`src/hw/isr_pkg.sv`:
```
// Package for the instrument status reporting block.
// Assumes one instrument clock; commands arrive already decoded as strobes.
package isr_pkg;
   localparam int          REG_W        = 8;
   localparam logic [7:0]  ZERO_BYTE    = 8'h00;
   // Standard event bit positions
   localparam int          SE_PWR_ON    = 7;
   localparam int          SE_CMD_ERR   = 5;
   localparam int          SE_EXEC_ERR  = 4;
   localparam int          SE_QUERY_ERR = 2;
   localparam int          SE_OP_DONE   = 0;
   // Operation event bit positions
   localparam int          OP_LINK_FLT  = 7;
   localparam int          OP_TRIM_FLT  = 6;
   localparam int          OP_FRESH     = 4;
   localparam int          OP_SLEW1     = 3;
   localparam int          OP_SLEW2     = 2;
   localparam int          OP_OVR_A     = 1;
   localparam int          OP_OVR_B     = 0;
   // Status byte layout
   localparam int          SB_OP_SUM    = 7;
   localparam int          SB_RQS       = 6;
   localparam int          SB_STD_SUM   = 5;
   localparam int          SB_MSG_AVAIL = 4;
   // Query selector for the response port
   typedef enum logic [2:0]
   {
      ISR_Q_ESR,
      ISR_Q_ESE,
      ISR_Q_SRE,
      ISR_Q_STB,
      ISR_Q_OPEV,
      ISR_Q_OPEN,
      ISR_Q_OPCOND
   } isr_query_e;
endpackage

```
`src/hw/isr_event_if.sv`:
```
// Carrier between the top and the event latch module.
// Assumes both ends run on the same clock.
`timescale 1ns/1ps
`default_nettype none
interface isr_event_if #(parameter int W = 8);
   logic [W-1:0] set_bits;
   logic         clear;
   logic [W-1:0] enable;
   logic [W-1:0] latched;
   logic         summary;
   modport latch (input set_bits, input clear, input enable,
                  output latched, output summary);
   modport user  (output set_bits, output clear, output enable,
                  input latched, input summary);
endinterface
`default_nettype wire

```
`src/hw/isr_event_latch.sv`:
```
// Event register with enable masking and summary output.
// Assumes clear is a one-cycle strobe in the clock domain.
`timescale 1ns/1ps
`default_nettype none
module isr_event_latch #(
   parameter int W = 8
) (
   input  wire logic   clock,
   input  wire logic   sys_rst,
   isr_event_if.latch  ev
);
   logic [W-1:0] event_reg;
   logic [W-1:0] event_next;
   logic [W-1:0] masked;

   // sticky events
   // Set wins over the clear so an event in the clearing cycle survives
   assign event_next = ev.clear ? ev.set_bits : (event_reg | ev.set_bits);
   assign masked     = event_reg & ev.enable;
   assign ev.summary = |masked;
   assign ev.latched = event_reg;

   always_ff @(posedge clock)
   begin
      if (sys_rst)
         event_reg <= '0;
      else
         event_reg <= event_next;
   end
endmodule
`default_nettype wire

```
`src/hw/isr_status_top.sv`:
```
// Status reporting core: standard and operation event sets, status byte,
// service request enable and request line.
// Assumes a command decoder delivers one-cycle strobes and write data.
//
// Summary of operation
// - Operation condition register shows live status, never latched or cleared.
// - Querying an event register returns it then clears it.
// - Clear-status command clears both event registers together.
// - Power-on reset clears event, enable registers and status byte except message-available.
// - Enable registers survive reads; writing zero clears them.
// - No direct status byte clear; summaries fall with their event registers.
// - Reading standard events clears event summary bit five.
// - Standard event bit seven marks a power-up.
// - Standard event bit five marks a command error.
// - Standard event bit four marks an execution error.
// - Standard event bit two marks lost response data.
// - After operation-complete command, bit zero sets when operations finish.
// - Standard enable register written and read; masks the event summary.
// - Operation event bit seven marks a processor link fault.
// - Operation event bit six marks bad trim data.
// - Operation event bit four marks a fresh sample.
// - Operation bits three and two mark loop slew completions.
// - Operation bits one and zero mark input overrange.
// - Operation mask write and read, event read-clear, condition read.
// - Status byte holds both summaries and message-available.
// - Service request only from summaries enabled in request enable.
// - Latched event ignores repeats until cleared.
// - Event AND enable, ORed, forms each set's summary.
// - Operation summary bit 7, event summary 5, message-available 4.
// - Bit 6 request in a poll, master summary in a query; serial poll clears request, not master summary.
`timescale 1ns/1ps
`default_nettype none
module isr_status_top #(
   parameter int W = 8
) (
   input  wire logic                   clock,
   input  wire logic                   sys_rst,
   // Event sources
   input  wire logic                   cmd_error,
   input  wire logic                   exec_error,
   input  wire logic                   query_lost,
   input  wire logic                   ops_pending,
   input  wire logic                   link_fault,
   input  wire logic                   trim_fault,
   input  wire logic                   fresh_sample_flag,
   input  wire logic                   loop_one_slew_done,
   input  wire logic                   loop_two_slew_done,
   input  wire logic                   input_a_overrange,
   input  wire logic                   input_b_overrange,
   input  wire logic                   msg_available,
   // Decoded commands
   input  wire logic                   clear_status_cmd,
   input  wire logic                   op_complete_cmd,
   input  wire logic                   std_mask_wr,
   input  wire logic                   op_event_mask_cmd,
   input  wire logic                   srq_mask_wr,
   input  wire logic [W-1:0]           wr_data,
   input  wire logic                   query_stb,
   input  wire isr_pkg::isr_query_e    query_sel,
   input  wire logic                   serial_poll,
   // Answers
   output logic [W-1:0]                query_data,
   output logic                        query_valid,
   output logic [W-1:0]                poll_data,
   output logic                        poll_valid,
   output logic                        service_request
);
   isr_event_if #(.W(W)) std_if ();
   isr_event_if #(.W(W)) op_if ();

   logic [W-1:0] std_en_reg;
   logic [W-1:0] op_en_reg;
   logic [W-1:0] srq_en_reg;
   logic         opc_armed_reg;
   logic         opc_armed_next;
   logic         pwr_flag_reg;
   logic         rqs_reg;
   logic         rqs_next;
   logic         mss_prev_reg;
   logic [W-1:0] query_data_reg;
   logic         query_valid_reg;
   logic [W-1:0] poll_data_reg;
   logic         poll_valid_reg;

   logic [W-1:0] std_set;
   logic [W-1:0] op_cond;
   logic [W-1:0] sum_byte;
   logic [W-1:0] stb_value;
   logic         mss;
   logic         opc_fire;
   logic         rd_std;
   logic         rd_op;
   logic [W-1:0] query_mux;

   assign op_cond = W'({link_fault, trim_fault, 1'b0, fresh_sample_flag,
                         loop_one_slew_done, loop_two_slew_done,
                         input_a_overrange, input_b_overrange});

   assign opc_fire       = opc_armed_reg && !ops_pending;
   assign opc_armed_next = op_complete_cmd | (opc_armed_reg & ~opc_fire);

   always_comb
   begin
      std_set                       = '0;
      std_set[isr_pkg::SE_PWR_ON]   = pwr_flag_reg;
      std_set[isr_pkg::SE_CMD_ERR]  = cmd_error;
      std_set[isr_pkg::SE_EXEC_ERR] = exec_error;
      std_set[isr_pkg::SE_QUERY_ERR]= query_lost;
      std_set[isr_pkg::SE_OP_DONE]  = opc_fire;
   end

   assign rd_std = query_stb && query_sel == isr_pkg::ISR_Q_ESR;
   assign rd_op  = query_stb && query_sel == isr_pkg::ISR_Q_OPEV;

   assign std_if.set_bits = std_set;
   assign std_if.clear    = rd_std | clear_status_cmd;
   assign std_if.enable   = std_en_reg;
   assign op_if.set_bits  = op_cond;
   assign op_if.clear     = rd_op | clear_status_cmd;
   assign op_if.enable    = op_en_reg;

   isr_event_latch #(.W(W)) u_std_latch
   (
      .clock   (clock),
      .sys_rst (sys_rst),
      .ev      (std_if.latch)
   );

   isr_event_latch #(.W(W)) u_op_latch
   (
      .clock   (clock),
      .sys_rst (sys_rst),
      .ev      (op_if.latch)
   );

   always_comb
   begin
      sum_byte                         = '0;
      sum_byte[isr_pkg::SB_OP_SUM]     = op_if.summary;
      sum_byte[isr_pkg::SB_STD_SUM]    = std_if.summary;
      sum_byte[isr_pkg::SB_MSG_AVAIL]  = msg_available;
   end

   // master summary from enabled summaries only
   assign mss = |(sum_byte & srq_en_reg);

   // request sets on a rising master summary, poll clears it
   assign rqs_next = !mss ? 1'b0 :
                     serial_poll ? 1'b0 :
                     (mss && !mss_prev_reg) ? 1'b1 : rqs_reg;

   always_comb
   begin
      stb_value                  = sum_byte;
      stb_value[isr_pkg::SB_RQS] = mss;
   end

   // query answers; reads leave enables intact
   always_comb
   begin
      case (query_sel)
         isr_pkg::ISR_Q_ESR:    query_mux = std_if.latched;
         isr_pkg::ISR_Q_ESE:    query_mux = std_en_reg;
         isr_pkg::ISR_Q_SRE:    query_mux = srq_en_reg;
         isr_pkg::ISR_Q_STB:    query_mux = stb_value;
         isr_pkg::ISR_Q_OPEV:   query_mux = op_if.latched;
         isr_pkg::ISR_Q_OPEN:   query_mux = op_en_reg;
         isr_pkg::ISR_Q_OPCOND: query_mux = op_cond;
         default:               query_mux = '0;
      endcase
   end

   always_ff @(posedge clock)
   begin
      if (sys_rst)
      begin
         std_en_reg <= '0;
         op_en_reg  <= '0;
         srq_en_reg <= '0;
      end
      else
      begin
         if (std_mask_wr)
            std_en_reg <= wr_data;
         if (op_event_mask_cmd)
            op_en_reg <= wr_data;
         if (srq_mask_wr)
            srq_en_reg <= wr_data;
      end
   end

   // power-up seen once after reset release
   always_ff @(posedge clock)
   begin
      if (sys_rst)
         pwr_flag_reg <= 1'b1;
      else
         pwr_flag_reg <= 1'b0;
   end

   always_ff @(posedge clock)
   begin
      if (sys_rst)
      begin
         opc_armed_reg <= 1'b0;
         rqs_reg       <= 1'b0;
         mss_prev_reg  <= 1'b0;
      end
      else
      begin
         opc_armed_reg <= opc_armed_next;
         rqs_reg       <= rqs_next;
         mss_prev_reg  <= mss;
      end
   end

   // Answer registers: query returns value before the clear lands
   always_ff @(posedge clock)
   begin
      if (sys_rst)
      begin
         query_data_reg  <= isr_pkg::ZERO_BYTE;
         query_valid_reg <= 1'b0;
         poll_data_reg   <= isr_pkg::ZERO_BYTE;
         poll_valid_reg  <= 1'b0;
      end
      else
      begin
         query_valid_reg <= query_stb;
         poll_valid_reg  <= serial_poll;
         if (query_stb)
            query_data_reg <= query_mux;
         if (serial_poll)
            poll_data_reg <= {sum_byte[W-1:isr_pkg::SB_RQS+1], rqs_reg,
                              sum_byte[isr_pkg::SB_RQS-1:0]};
      end
   end

   assign query_data      = query_data_reg;
   assign query_valid     = query_valid_reg;
   assign poll_data       = poll_data_reg;
   assign poll_valid      = poll_valid_reg;
   assign service_request = rqs_reg;
endmodule
`default_nettype wire

```
`config.mk`:
```
export PLATFORM = sky130hd
export DESIGN_NAME = isr_status_top
export DESIGN_NICKNAME = d
export VERILOG_FILES = /design/src/hw/isr_pkg.sv /design/src/hw/isr_event_if.sv /design/src/hw/isr_event_latch.sv /design/src/hw/isr_status_top.sv
export SDC_FILE = /design/constraint.sdc
export NUM_CORES = 1
export LEC_CHECK = 0
export CAP_MARGIN = 25
export CORE_AREA = 4 4 70 72
export DETAILED_ROUTE_END_ITERATION = 6
export DIE_AREA = 0 0 74 76
export DONT_BUFFER_PORTS = 1
export GPL_TIMING_DRIVEN = 0
export PLACE_DENSITY = 0.7
export SLEW_MARGIN = 40
export SYNTH_ARGS = -nofsm -noshare
export SYNTH_HDL_FRONTEND = slang
export SYNTH_SLANG_ARGS = --single-unit
```
`constraint.sdc`:
```
create_clock -name clock -period 1.3 [get_ports clock]
set_input_delay 0.065 -clock clock [delete_from_list [all_inputs] [get_ports clock]]
set_output_delay 0.065 -clock clock [all_outputs]
set_load 0.005 [all_outputs]
```
# After elaboration in Yosys (flattened, before gate mapping)
# Cells that the tools add are included.
# W data, S select, Z words.
[word_totals]
mem_count = 0
ramBits = 0
romBits = 0
input_bits = 32
reg_bits = 58
word_cells = 49
out_inout_bits = 19
latch_bits = 0
[classes]
reduce_logical = 13
shift = 0
order_cmp = 0
n_div = 0
n_mul = 0
eq_ne = 6
addsub = 0
mux = 4
n_bitwise = 11
[op_table]
columns = ["op", "n"]
rows = [
  ["$pmux W8 S7", 1],
  ["$and A8 B8 Y8", 3],
  ["$reduce_or A8 Y1", 3],
  ["$mux W8", 2],
  ["$or A8 B8 Y8", 2],
  ["$eq A3 B3 Y1 const B", 3],
  ["$eq A3 B2 Y1 const B", 2],
  ["$logic_and A1 B1 Y1", 4],
  ["$reduce_or A2 Y1", 2],
  ["$eq A3 B1 Y1 const B", 1],
  ["$logic_not A3 Y1", 1],
  ["$or A1 B1 Y1", 3],
  ["$reduce_or A3 Y1", 1],
  ["$logic_not A1 Y1", 2],
  ["$not A1 Y1", 2],
  ["$and A1 B1 Y1", 1],
  ["$mux W1", 1],
]

# Logic depth before layout (Yosys ltp)
[logic_depth]
word_depth = 6
mapped_depth = 6

# By module
# From an unflattened synthesis, not the netlist that was laid out.
[unflattened]
hier_cells = 279
hier_area_um2 = 2670.1
[by_module_without_submodules]
columns = ["mod", "cells_each", "instances", "area_per_inst_um2"]
rows = [
  ["isr_status_top", 203, 1, 1989.4],
  ["isr_event_latch", 38, 2, 340.3],
]

# Least setup slack after synthesis
# Ideal clock, no wire load.
[synth_path]
kind = "register to register"
start = "register u_std_latch.event_reg[5] (netlist: u_std_latch.ev.latched[5])"
end = "register query_data_reg[6] (netlist: query_data[6])"
t_arrival_ns = 1.252
required_time_ns = 1.169
stages_incl_launch_ff = 5
path_slack_ns = -0.083
n_path_buf = 0
setup_time_ns = 0.131
cell_sequence = "dfxtp_1 -> a222oi_1 -> a21boi_0 -> o31ai_1 -> o211ai_1"
[synth_between]
elab_chain_len = 5
[synth_rtl]
columns = ["element", "line", "source"]
rows = [
  ["start, declared", "isr_event_latch.sv:12", "logic [W-1:0] event_reg;"],
  ["start signal, assigned", "isr_event_latch.sv:28", "event_reg <= event_next;"],
  ["$and A8 B8 Y8", "isr_event_latch.sv:19", "assign masked = event_reg & ev.enable;"],
  ["$reduce_or A8 Y1", "isr_event_latch.sv:20", "assign ev.summary = |masked;"],
  ["$and A8 B8 Y8", "isr_status_top.sv:145", "assign mss = |(sum_byte & srq_en_reg);"],
  ["$reduce_or A8 Y1", "isr_status_top.sv:145", ""],
  ["$pmux W8 S7", "isr_status_top.sv:161", "case (query_sel)"],
  ["end signal, assigned", "isr_status_top.sv:222", "query_data_reg <= isr_pkg::ZERO_BYTE;"],
  ["end signal, assigned", "isr_status_top.sv:232", "query_data_reg <= query_mux;"],
  ["end, declared", "isr_status_top.sv:80", "logic [W-1:0] query_data_reg;"],
]
# No other way between the ends.
# A chain may end at the register's enable or synchronous reset.

# Final worst setup path
[layout_path]
start = "register op_en_reg[2]"
end = "register rqs_reg (netlist: service_request)"
[layout_between]
elab_chain_len = 6
[layout_rtl]
columns = ["element", "line", "source"]
rows = [
  ["start, declared", "isr_status_top.sv:72", "logic [W-1:0] op_en_reg;"],
  ["start signal, assigned", "isr_status_top.sv:186", "op_en_reg <= wr_data;"],
  ["$and A8 B8 Y8 *", "isr_event_latch.sv:19", ""],
  ["$reduce_or A8 Y1 *", "isr_event_latch.sv:20", ""],
  ["$and A8 B8 Y8 *", "isr_status_top.sv:145", ""],
  ["$reduce_or A8 Y1 *", "isr_status_top.sv:145", ""],
  ["$not A1 Y1 (no line)", "-", ""],
  ["$reduce_or A3 Y1 (no line)", "-", ""],
  ["end signal, assigned", "isr_status_top.sv:212", "rqs_reg <= rqs_next;"],
  ["end, declared", "isr_status_top.sv:77", "logic rqs_reg;"],
]
# Mark *: on every way between the ends. The rest lies on a longest branch, timed or not.

==> out/metrics.cfg <==
[pwr]
p_switching_w = 0.000832
ir_worst_vdd_mv = 0.716
internal_power_w = 0.00260
p_leak_nw = 1.19
combPwrFrac = 0.134
powerDensity_mw_per_mm2 = 1210
power_frac_seq = 0.534
power_w = 0.00343
p_clk_frac = 0.332
switching_share = 0.242

[logic_synthesis]
synth_fa_ha_area_frac = 0
yosys_warnings = 0
ys.flop_type = dfxtp_1
yosysSeqAreaShare = 0.462
synth_edf_count = 0
synth_top_family_by_area = multiplexers
synthArstFlopShare = 0
ys_types = 41
synth.avg_cell_area_um2 = 9.36
synth-compound-area-share = 0.159
netlist_area_mm2 = 0.00234
syn_inst = 250
synth_xor_area_frac = 0
yosys.area_share.simple = 0.151
synth.area.mux_share = 0.175
synth_seq_cells = 54

[sta]
fmax_mhz = 606
finalSetupViolations = 7
period_share = 1.27
slew_violations = 0
hold_viol = 0
rsz0062_at_grt = yes
clock_skew_ps = 6.34
min_period_ps = 1650
slew_headroom = 0.551
tightest_slew_ps = 671
fin_ws_ps = -349
holdWs_ps = 13.1

[finish]
area_delta_synth_final_pct = 21.6
drive_above_1_share = 0.131
diodes = 0
nets = 322

[flow_run]
maxCapViolations = 0

[floorplan]
ios = 51
die_w_um = 74
die_y_um = 76
core_mm2 = 0.00429
start_util = 0.545
dieArea_mm2 = 0.00562
rows = 24

[drt]
antenna_left = 0
wl_per_cell_um = 17.6
drc_errors = 0
drt_pre_antenna_iters = 4
drtIter0Drc = 236
wl_um = 6010
vias = 1975
vias_per_cell = 5.77

[cts]
h-tree-depth = 2
clk_pin_slew_ps = 90
cts_tree = yes
clkLatencyLatePin_ps = 310
clockBufferDepth = 2
cts-root-buf = clkbuf_8
cts.sinks = 54
cts_inserted_buffers = 5

[worst_setup_path]
worst_setup_path_start_kind = flop
required_ps = 1490
crit_type = flop to flop
slowest_delay_ps = 480
crit_fanout = 2
worst-path-buf-inv = 1
path_cells = a222oi_1 > a41oi_2 > o31ai_2 > buf_4 > nor3_2
path_depth = 5
cp.arrival_ps = 1840
endpoint_kind = flop
worstRegToRegCells = 5
slowest_stage = a222oi_1
crit_family = compound AO/OA/AOI/OAI gates

[global_routing]
antenna_found_initial = 0
grt_max_degree = 16
grt_remaining_overflow = 0
grt_pass1_wl_um = 9580
grt.total_usage = 0.220
grt_pass1_vias = 1862

[outcome]
status = complete, but fails checks
violations = negative setup slack

[place]
place_congestion = 0.898
place_hpwl_um = 4250
port_buffers = 0

[hold_path]
whs_path_depth = 2
hold_class = primary input to flop

## logic make-up after synthesis
family	after synthesis
other	1
and+or+nand+nor	78
DFF	54
muxes	38
buffers and inverters	26
AOI/OAI and AO/OA	53
## power by group through the flow
stage / sequential, W / clock, W / combinational, W
6_report: 0.00183 / 0.00114 / 0.000460
5_1_grt: 0.00184 / 0.00124 / 0.000505
4_1_cts: 0.00183 / 0.00116 / 0.000447
3_5_place_dp: 0.00186 / 0 / 0.000355
3_3_place_gp: 0.00186 / 0 / 0.000349
2_1_floorplan: 0.00184 / 0 / 0.000293
## cell usage after synthesis, types with 3 or more instances
library cell | instances | area, um2
nand3b_1 | 6 | 45.0
a221oi_1 | 4 | 35.0
a22oi_1 | 4 | 30.0
a21oi_1 | 18 | 90.1
o21ai_0 | 3 | 15.0
a31oi_1 | 3 | 18.8
mux2_2 | 5 | 56.3
nor2b_1 | 6 | 37.5
o2bb2ai_1 | 3 | 26.3
nor3_1 | 3 | 15.0
dfxtp_1 | 54 | 1080
clkbuf_1 | 9 | 33.8
a222oi_1 | 3 | 30.0
buf_1 | 3 | 11.3
inv_1 | 7 | 26.3
nand2_1 | 11 | 41.3
nor2_1 | 44 | 165
buf_4 | 5 | 37.5
mux2i_1 | 30 | 300
## cell usage in the layout, fill, tap and decap left out, drive strengths merged, types with 6 or more instances in the layout
cell         Yosys  layout
mux2             7       7
dlygate4sd3      0      24
clkbuf           9      15
mux2i           30      30
nand3b           6       6
nor2            44      44
buf             10      16
a21oi           18      18
dfxtp           54      54
nor2b            6       6
nand2           11      11
inv              7       7
## stage by stage
stage	setup slack, ps	TNS, ps	utilization	instance area, um2	std cells
floorplan	-82.3	-181	-	2350	253
global placement	-376	-1220	0.563	2420	305
detailed placement	-447	-1470	0.563	2420	305
CTS	-261	-1080	0.659	2830	341
global route	-434	-2120	0.663	2850	342
finish	-349	-1660	0.663	2850	342
## worst reg2reg max path, cell delays in order, from the launching register on
cell      delay (ps)
dfxtp_2          340
a222oi_1         480
a41oi_2          220
o31ai_2          300
buf_4            170
nor3_2            30
## routing by layer
layer,vias to the layer above,part of all wire,global-route usage
met1,909,0.44,0.304
li1,957,-,-
met5,-,0,0
met3,16,0.075,0.0620
met2,93,0.46,0.329
met4,0,0.023,0.0725
## final cells by class
cell class                      count  area, um2
Inverter                            7       26.3
Fill cell                         351       1450
Clock buffer                        6       82.6
Clock inverter                      1       30.0
Buffer                             19       92.6
Multi-Input combinational cell    173       1170
Timing Repair Buffer               30        285
Tap cell                           52       65.1
Sequential cell                    54       1090
## path summary, 6_finish.rpt
path | from | to | slack (ps)
setup reg to reg | op_en_reg[2]$_SDFFE_PP0P_ | service_request$_SDFFE_PP0P_ | -350
hold / removal | sys_rst | query_data[0]$_SDFFE_PP0P_ | 10
setup / recovery | op_en_reg[2]$_SDFFE_PP0P_ | service_request$_SDFFE_PP0P_ | -350
hold reg to reg | pwr_flag_reg$_DFF_P_ | u_std_latch.ev.latched[7]$_SDFF_PP0_ | 480
## what timing repair did
action | 4_1_cts | 5_1_grt
hold endpoints to repair | 39 | 0
gates resized for setup | 9 | 3
setup endpoints to repair | 6 | 7
setup buffers | 6 | 1
pin swaps | 9 | 3
hold buffers | 24 | 0
cloned | 0 | 0
No activity file was read; power rests on OpenSTA's default activity.
